===== config.mk =====
export PLATFORM = sky130hd
export DESIGN_NAME = asrp_host
export DESIGN_NICKNAME = d
export VERILOG_FILES = /design/src/verilog/asrp_pkg.sv /design/src/verilog/asrp_sync.sv /design/src/verilog/asrp_host.sv
export SDC_FILE = /design/constraint.sdc
export NUM_CORES = 1
export LEC_CHECK = 0
export BUFFER_PORTS_ARGS = -buffer_cell sky130_fd_sc_hd__buf_4
export CAP_MARGIN = 20
export CORE_MARGIN = 2
export CORE_UTILIZATION = 40
export DETAILED_ROUTE_END_ITERATION = 12
export PLACE_DENSITY_LB_ADDON = 0.12
export SLEW_MARGIN = 20
export SYNTH_ARGS = -nofsm -noshare
export SYNTH_HDL_FRONTEND = slang
export SYNTH_SLANG_ARGS = --single-unit

===== constraint.sdc =====
create_clock -name i_ref_clk -period 3.65 [get_ports i_ref_clk]
set_input_delay 0.365 -clock i_ref_clk [delete_from_list [all_inputs] [get_ports i_ref_clk]]
set_output_delay 0.365 -clock i_ref_clk [all_outputs]
set_load 0.02 [all_outputs]

===== src/verilog/asrp_pkg.sv =====
// Package of timing constants and states for the async SRAM host port
package asrp_pkg;
    // ------------------------------------------------------------------
    // Clock and geometry
    // ------------------------------------------------------------------
    localparam int CLK_PERIOD_PS = 5000;
    localparam int ADDR_W        = 15;
    localparam int DATA_W        = 8;

    // ------------------------------------------------------------------
    // Times in ps, as printed in ns
    // ------------------------------------------------------------------
    localparam int ADDRESS_ACCESS_DELAY_PS        = 25000;
    localparam int OE_ACCESS_DELAY_PS             = 9000;
    localparam int SELECT_OUTPUT_DISABLE_DELAY_PS = 10000;
    localparam int WRITE_PULSE_WIDTH_PS           = 20000;
    localparam int WRITE_RECOVERY_WIDTH_PS        = 5000;
    localparam int DATA_SETUP_TO_WRITE_END_PS     = 15000;
    localparam int ADDRESS_SETUP_TO_WRITE_END_PS  = 20000;
    localparam int WRITE_CYCLE_TIME_PS            = 25000;
    localparam int READ_CYCLE_TIME_PS             = 25000;
    localparam int STROBE_OUTPUT_REENABLE_PS      = 5000;

    // Least times round up to whole cycles, never below one
    function automatic int cyc_up(input int t_ps);
        int n;
        n = (t_ps + CLK_PERIOD_PS - 1) / CLK_PERIOD_PS;
        return (n < 1) ? 1 : n;
    endfunction : cyc_up

    // ------------------------------------------------------------------
    // Cycle counts
    // ------------------------------------------------------------------
    // A read holds the pins for the access, two synchroniser cycles and
    // one margin cycle, so the byte is sampled after the access time and
    // never on its very edge
    localparam int READ_CYC  = cyc_up(ADDRESS_ACCESS_DELAY_PS) + 3;
    localparam int RDREL_CYC = cyc_up(SELECT_OUTPUT_DISABLE_DELAY_PS);
    localparam int WPULSE_CYC = cyc_up(WRITE_PULSE_WIDTH_PS);
    localparam int WREC_CYC   = cyc_up(WRITE_RECOVERY_WIDTH_PS);
    localparam int CNT_W      = 4;

    typedef enum logic [2:0] {
        ST_IDLE  = 3'b000,
        ST_READ  = 3'b001,
        ST_RREL  = 3'b010,
        ST_WRITE = 3'b011,
        ST_WREC  = 3'b100
    } asrp_state_e;
endpackage : asrp_pkg


===== src/verilog/asrp_sync.sv =====
// Two-flop synchroniser for the data bus returning from the memory
`timescale 1ns/1ps
module asrp_sync (
    // Clock and reset
    input  wire logic       i_ref_clk,
    input  wire logic       i_rst_n,
    // Data
    input  wire logic [7:0] i_async,
    output logic      [7:0] o_sync
);
    logic [7:0] stage1;

    // First stage feeds only the second
    always_ff @(posedge i_ref_clk or negedge i_rst_n) begin
        if (!i_rst_n) begin
            stage1 <= 8'h00;
            o_sync <= 8'h00;
        end else begin
            stage1 <= i_async;
            o_sync <= stage1;
        end
    end
endmodule : asrp_sync


===== src/verilog/asrp_host.sv =====
// Host controller driving a 32K x 8 asynchronous static RAM
`timescale 1ns/1ps
// Operation
// - Read only with select, OE low, enable high
// - Address read valid after access delay
// - Select-started read needs early address
// - Enable-started read needs early address, select
// - Write needs strobe low, select low, enable high
// - Deassert one control between writes
// - Write pulse at least 20 ns
// - Recovery at least 5 ns
// - Address stable before and during write
// - Data valid 15 ns before write end
// - Address valid 20 ns before write end
// - Address, data held after write end
// - Write cycle at least 25 ns
// - Select, enable active 20 ns before end
// - Read cycles at least 25 ns
module asrp_host (
    // Clock and reset
    input  wire logic        i_ref_clk,
    input  wire logic        i_resetn,
    // User request
    input  wire logic        i_req,
    input  wire logic        i_we,
    input  wire logic [14:0] i_addr,
    input  wire logic [7:0]  i_wdata,
    output logic             o_ready,
    output logic             o_rvalid,
    output logic      [7:0]  o_rdata,
    // Memory pins
    output logic      [14:0] o_mem_addr,
    output logic             o_select_low,
    output logic             o_chip_enable,
    output logic             o_write_strobe_low,
    output logic             o_output_enable_low,
    output logic      [7:0]  o_dq_out,
    output logic             o_dq_oe,
    input  wire logic [7:0]  i_dq_in
);
    // ------------------------------------------------------------------
    // Reset release
    // ------------------------------------------------------------------
    logic rst_meta;
    logic rst_n;

    always_ff @(posedge i_ref_clk or negedge i_resetn) begin
        if (!i_resetn) begin
            rst_meta <= 1'b0;
            rst_n    <= 1'b0;
        end else begin
            rst_meta <= 1'b1;
            rst_n    <= rst_meta;
        end
    end

    // ------------------------------------------------------------------
    // Data bus return path
    // ------------------------------------------------------------------
    logic [7:0] dq_sync;

    asrp_sync u_sync (
        .i_ref_clk (i_ref_clk),
        .i_rst_n   (rst_n),
        .i_async   (i_dq_in),
        .o_sync    (dq_sync)
    );

    // ------------------------------------------------------------------
    // Sequencer
    // ------------------------------------------------------------------
    asrp_pkg::asrp_state_e state;
    asrp_pkg::asrp_state_e next_state;
    logic [asrp_pkg::CNT_W-1:0] cnt;
    logic [asrp_pkg::CNT_W-1:0] next_cnt;

    localparam logic [3:0] READ_N  = 4'(asrp_pkg::READ_CYC);
    localparam logic [3:0] RREL_N  = 4'(asrp_pkg::RDREL_CYC);
    localparam logic [3:0] WPULSE_N = 4'(asrp_pkg::WPULSE_CYC);
    localparam logic [3:0] WREC_N  = 4'(asrp_pkg::WREC_CYC);

    wire logic cnt_done = (cnt == 4'h1);

    // Next state; each phase counts down its own minimum length
    always_comb begin
        next_state = state;
        next_cnt   = (cnt > 4'h1) ? cnt - 4'h1 : 4'h1;
        case (state)
            asrp_pkg::ST_IDLE: begin
                if (i_req) begin
                    next_state = i_we ? asrp_pkg::ST_WRITE
                                      : asrp_pkg::ST_READ;
                    next_cnt   = i_we ? WPULSE_N : READ_N;
                end
            end
            asrp_pkg::ST_READ: begin
                if (cnt_done) begin
                    next_state = asrp_pkg::ST_RREL;
                    next_cnt   = RREL_N;
                end
            end
            asrp_pkg::ST_RREL: begin
                if (cnt_done) begin
                    next_state = asrp_pkg::ST_IDLE;
                end
            end
            asrp_pkg::ST_WRITE: begin
                if (cnt_done) begin
                    next_state = asrp_pkg::ST_WREC;
                    next_cnt   = WREC_N;
                end
            end
            asrp_pkg::ST_WREC: begin
                if (cnt_done) begin
                    next_state = asrp_pkg::ST_IDLE;
                end
            end
            default: begin
                next_state = asrp_pkg::ST_IDLE;
            end
        endcase
    end

    // State and counter registers
    always_ff @(posedge i_ref_clk or negedge rst_n) begin
        if (!rst_n) begin
            state <= asrp_pkg::ST_IDLE;
            cnt   <= 4'h1;
        end else begin
            state <= next_state;
            cnt   <= next_cnt;
        end
    end

    wire logic start = (state == asrp_pkg::ST_IDLE) && i_req;

    // Address and write data latched at start, held through idle until the next start
    always_ff @(posedge i_ref_clk or negedge rst_n) begin
        if (!rst_n) begin
            o_mem_addr <= 15'h0000;
            o_dq_out   <= 8'h00;
        end else if (start) begin
            o_mem_addr <= i_addr;
            o_dq_out   <= i_wdata;
        end
    end

    // Controls: select and enable frame every access, strobe the write
    always_ff @(posedge i_ref_clk or negedge rst_n) begin
        if (!rst_n) begin
            o_select_low        <= 1'b1;
            o_chip_enable       <= 1'b0;
            o_write_strobe_low  <= 1'b1;
            o_output_enable_low <= 1'b1;
            o_dq_oe             <= 1'b0;
        end else begin
            // Address, select and enable move on one edge: zero setup
            o_select_low  <= !(next_state == asrp_pkg::ST_READ ||
                               next_state == asrp_pkg::ST_WRITE);
            o_chip_enable <= (next_state == asrp_pkg::ST_READ ||
                              next_state == asrp_pkg::ST_WRITE);
            o_write_strobe_low  <= !(next_state == asrp_pkg::ST_WRITE);
            o_output_enable_low <= !(next_state == asrp_pkg::ST_READ);
            // Drive data only while writing; keep bus free in release
            o_dq_oe <= (next_state == asrp_pkg::ST_WRITE);
        end
    end

    // Capture read data at the end of the access window
    always_ff @(posedge i_ref_clk or negedge rst_n) begin
        if (!rst_n) begin
            o_rvalid <= 1'b0;
            o_rdata  <= 8'h00;
        end else begin
            o_rvalid <= (state == asrp_pkg::ST_READ) && cnt_done;
            if ((state == asrp_pkg::ST_READ) && cnt_done) begin
                o_rdata <= dq_sync;
            end
        end
    end

    // Ready shown in every idle cycle but the first after reset; it drops on the edge that starts an access
    always_ff @(posedge i_ref_clk or negedge rst_n) begin
        if (!rst_n) begin
            o_ready <= 1'b0;
        end else begin
            o_ready <= (next_state == asrp_pkg::ST_IDLE);
        end
    end
endmodule : asrp_host


Word-level counts from Yosys, hierarchy flattened
Cells that the tools add are included.
{"block": "totals", "n_memories": 0, "rom_bits": 0, "mem_bits_rw": 0, "latchBits": 0, "reg_bits": 63, "out_inout_bits": 38, "word_cells": 46}
{"block": "classes", "addsub": 1, "n_mux": 12, "n_div": 0, "shift": 0, "eq_ne": 7, "mul": 0, "reduce_logical": 9, "bitwise_logic": 0, "magnitude_cmp": 1}
{"op": "4-bit 2-to-1 mux", "n": 5}
{"op": "3-bit 2-to-1 mux", "n": 4}
{"op": "3-bit case mux with 4 select lines", "n": 1}
{"op": "4-bit case mux with 3 select lines", "n": 1}
{"op": "3-bit by 2-bit == test with 1-bit output (second input constant)", "n": 3}
{"op": "3-bit by 1-bit == test with 1-bit output (second input constant)", "n": 2}
{"op": "3-bit zero test", "n": 2}
{"op": "4-bit by 1-bit == test with 1-bit output (second input constant)", "n": 1}
{"op": "4-bit by 1-bit > comparator with 1-bit output (second input constant)", "n": 1}
{"op": "4-bit by 1-bit subtractor with 4-bit output (second input constant)", "n": 1}
{"op": "3-bit == test (second input constant)", "n": 1}
{"op": "1-bit zero test", "n": 3}
{"op": "1-bit logical AND", "n": 2}
{"op": "2-bit 2-to-1 mux", "n": 1}
{"op": "2-bit OR reduction", "n": 1}
{"op": "1-bit logical OR", "n": 1}

Logic depth before layout (Yosys ltp)
{"block": "logic_depth", "ltp_word": 6, "mapped_depth": 6, "depth_no_buf": 5}

Hierarchy
A second synthesis with hierarchy kept.
{"block": "hier_totals", "cells_unflattened": 190, "hier_area_um2": 2299.7}
{"module": "asrp_host", "seq_area_each_um2": 1181.1, "n_inst": 1, "cells_each": 174, "area_per_inst_um2": 1899.3}
{"module": "asrp_sync", "seq_area_each_um2": 400.4, "n_inst": 1, "cells_each": 16, "area_per_inst_um2": 400.4}

Worst setup path before layout
Ideal clock, no wire load.
{"block": "synth_path", "kind": "reg-to-reg", "from": "reg cnt[0] in the netlist's numbering", "to": "reg o_rdata[0]", "path_slack_ps": 1840, "setup_ps": 125, "t_required_ps": 3525, "t_arrival_ps": 1685, "path_stages_with_launch": 6, "path_buffers": 1, "path_cell_list": "dfstp_2 ha_1 nor3b_4 and3_1 buf_4 mux2_2"}
{"block": "synth_between", "elab_chain_len": 2}
{"element": "from (decl)", "line": "asrp_host.sv:74", "source": "logic [asrp_pkg::CNT_W-1:0] cnt;"}
{"element": "from (signal assigned)", "line": "asrp_host.sv:131", "source": "cnt <= next_cnt;"}
{"element": "4-bit by 1-bit == test with 1-bit output", "line": "asrp_host.sv:82", "source": "wire logic cnt_done = (cnt == 4'h1);"}
{"element": "1-bit logical AND", "line": "asrp_host.sv:176", "source": "if ((state == asrp_pkg::ST_READ) && cnt_done) begin"}
{"element": "to (signal assigned)", "line": "asrp_host.sv:177", "source": "o_rdata <= dq_sync;"}
{"element": "to (decl)", "line": "asrp_host.sv:30", "source": "output logic [7:0] o_rdata,"}
No other way between the ends.
A chain may end at the register's enable or synchronous reset.

Worst setup path after layout
{"block": "layout_path", "from": "reg cnt[0] in the netlist's numbering", "to": "reg o_rdata[7]"}
Same word-level chain as after synthesis.

==> results_dict.tcl <==
set metrics [dict create \
    stdcell_count 345 \
    avgSynthCellArea_um2 12.1 \
    rows 27 \
    firstDrtPassIters 4 \
    max_cap_violations 0 \
    holdBufCountCts 1 \
    slowest_stage "dfstp_2" \
    wire_per_inst_um 12.4 \
    finalMaxSlewViolations 0 \
    synth.distinct_cells 34 \
    io_pins 73 \
    worstSetupEndpointType "flip-flop" \
    die_h_um 79.9 \
    dp_cells 328 \
    path_max_fanout 11 \
    yosys_register_bits 63 \
    hpwl_um 2860 \
    wl_met1_um 1950 \
    die_area_um2 6390 \
    finalPower_mw 2.76 \
    path_class "flip-flop to flip-flop" \
    ys_warn_count 0 \
    grt_pass1_vias 1529 \
    dr_wl_met3_um 191 \
    post_cts_buffers 0 \
    vdd.ir_drop.worst_v 0.000385 \
    cts_root_buf "clkbuf_8" \
    clockBufferDepth 2 \
    cts_tree "done" \
    antenna_found_initial 0 \
    die_w_um 79.9 \
    highest_layer "met4" \
    place_congestion 0.790 \
    portBuffers 72 \
    status "finished clean" \
    ff2ff_setup_slack_ns 1.58 \
    hp-class "input port to flip-flop" \
    utilization_pct 55.9 \
    relSlewSlack_pct 44.3 \
    drtIter0Drc 56 \
    worst_pin_slew_ns 0.835 \
    final_hold_viol_count 0 \
    wl_met2_um 2070 \
    worstSkewPairLatency_ns 0.33 \
    nets 305 \
    core_area_um2 5540 \
    tns_ns 0 \
    grt_use_total_pct 15.0 \
    rsz0062_at_grt "no" \
    crit_path_cell_trace "ha_1 > nor3b_4 > and3_1 > mux2_2" \
    cts.sinks 63 \
    critPathMaxStageDelay_ns 0.56 \
    setup_viol 0 \
    finalClockSkew_ns 0.00684 \
    grt-ovfl-total 0 \
    syn_inst 190 \
    h-tree-depth 3 \
    route.detailed.drc 0 \
    worstPathRequired_ns 3.86 \
    synth_fp_nets 227 \
    p_leak_nw 1.59 \
    detail-route-antenna-nets 0 \
    viasPerCell 4.57 \
    period_minus_slack_ns 2.07 \
    dr_total_vias 1575 \
    fmax_ghz 0.482 \
    grt_max_degree 40 \
    area_growth_pct 34.4 \
    grt_pass1_wl_um 7140 \
    yosysSeqAreaShare_pct 68.6 \
    start_util_pct 41.6 \
    cp.arrival_ns 2.28 \
    clk_pin_slew_ns 0.07 \
    drive_above_1_share_pct 39.9 \
    synth_area_um2 2310 \
    insertedDiodeCount 0 \
    cp-start-kind "flip-flop" \
    cts_resized 0 \
    p_per_area_nw_per_um2 892 \
    cts-buffers-inserted 9 \
    drt-total-wl_um 4280 \
    finalCritPeriodShare_pct 56.8 \
]
## stage by stage
step | instance area [µm²] | worst slack [ns] | hold WS [ns]
CTS | 3100 | 1.54 | 0.118
detailed placement | 2890 | 1.55 | 0.151
finish | 3100 | 1.58 | 0.139
global route | 3100 | 1.44 | 0.113
floorplan | 2310 | 1.77 | 0.0694
global placement | 2890 | 1.60 | 0.149
## flip-flops by register name (all words and copies together) (netlist names)
register,cells
o_mem_addr,15
o_dq_out,8
o_rdata,8
u_sync.o_sync,8
u_sync.stage1,8
cnt,4
state,3
o_chip_enable,1
o_dq_oe,1
o_output_enable_low,1
o_ready,1
o_rvalid,1
o_select_low,1
o_write_strobe_low,1
rst_meta,1
rst_n,1
## cells in the final DEF (no fill, tap or decap), types with 2 or more instances in the layout
cell type and n:
a211oi_1 2, clkinvlp_4 3, nor3_1 2, inv_1 2, a21o_1 4, a21oi_1 3, clkbuf_8 10, dfrtp_1 58
dfstp_2 4, nor2_1 2, ha_1 2, nand2_1 71, buf_4 74, nor2b_1 4, mux2_2 8
## worst max-delay path, delay by kind of cell (launching register included)
kind / cells / cell delay (ns)
fa+ha+maj: 1 / 0.18
flops: 1 / 0.56
mux: 1 / 0.39
simple gates: 2 / 0.83
## metal layers
layer | GRT usage, % | vias up
li1 | - | 769
met1 | 19.4 | 759
met2 | 22.4 | 41
met3 | 4.19 | 6
met4 | 8.64 | 0
met5 | 0 | -
## final timing paths
check,from,to,cells past startpoint
setup / recovery,cnt[0],o_rdata[7],4
hold / removal,i_dq_in[6],u_sync.stage1[6],1
setup reg to reg,cnt[0],o_rdata[7],4
hold reg to reg,u_sync.stage1[1],u_sync.o_sync[1],0
max in group asynchronous,rst_n,o_output_enable_low,1
min in group asynchronous,i_resetn,rst_meta,2
## Yosys cell counts
cell type	count	area, µm²
a211oi_1	2	15.0
a21o_1	4	30.0
a21oi_1	3	15.0
a221oi_1	1	8.76
a31o_1	1	8.76
a31o_2	1	8.76
a31oi_2	1	12.5
and3_1	1	6.26
buf_2	1	5.00
buf_4	2	15.0
buf_6	4	45.0
clkbuf_1	1	3.75
conb_1	1	3.75
dfrtp_1	59	1480
dfstp_2	4	105
ha_1	2	25.0
inv_1	2	7.51
mux2_2	8	90.1
nand2_1	71	267
nand2b_1	1	6.26
nand3b_1	1	7.51
nor2_1	2	7.51
nor2_2	1	6.26
nor2b_1	4	25.0
nor3_1	2	10.0
nor3b_1	1	7.51
nor3b_4	1	18.8
nor4b_1	2	17.5
nor4bb_1	1	10.0
o21a_1	1	7.51
o21ai_0	1	5.00
or2_2	1	6.26
or4b_4	1	13.8
xor2_1	1	8.76
## layout make-up
| type | count | area [µm²] |
|---|---|---|
| sequential | 63 | 1580 |
| timing repair buffer | 75 | 566 |
| tap | 72 | 90.1 |
| clock buffer | 11 | 141 |
| fill | 495 | 2440 |
| clock inverter | 5 | 57.6 |
| inverter | 2 | 7.51 |
| multi-input combinational | 117 | 654 |
## report_power, final
group	internal, mW	switching (mW)
sequential	0.953	0.159
clock	0.333	0.261
combinational	0.489	0.571
## logic make-up after synthesis
logic type	synth area share (%)
AOI/OAI and AO/OA	4.83
xor gates and xnor gates	0.380
adders and majority gates	1.09
buffers and inverters	3.31
DFF	68.6
muxes	3.91
other	0.163
and+or+nand+nor	17.7
Power figures use the tool's default switching activity.
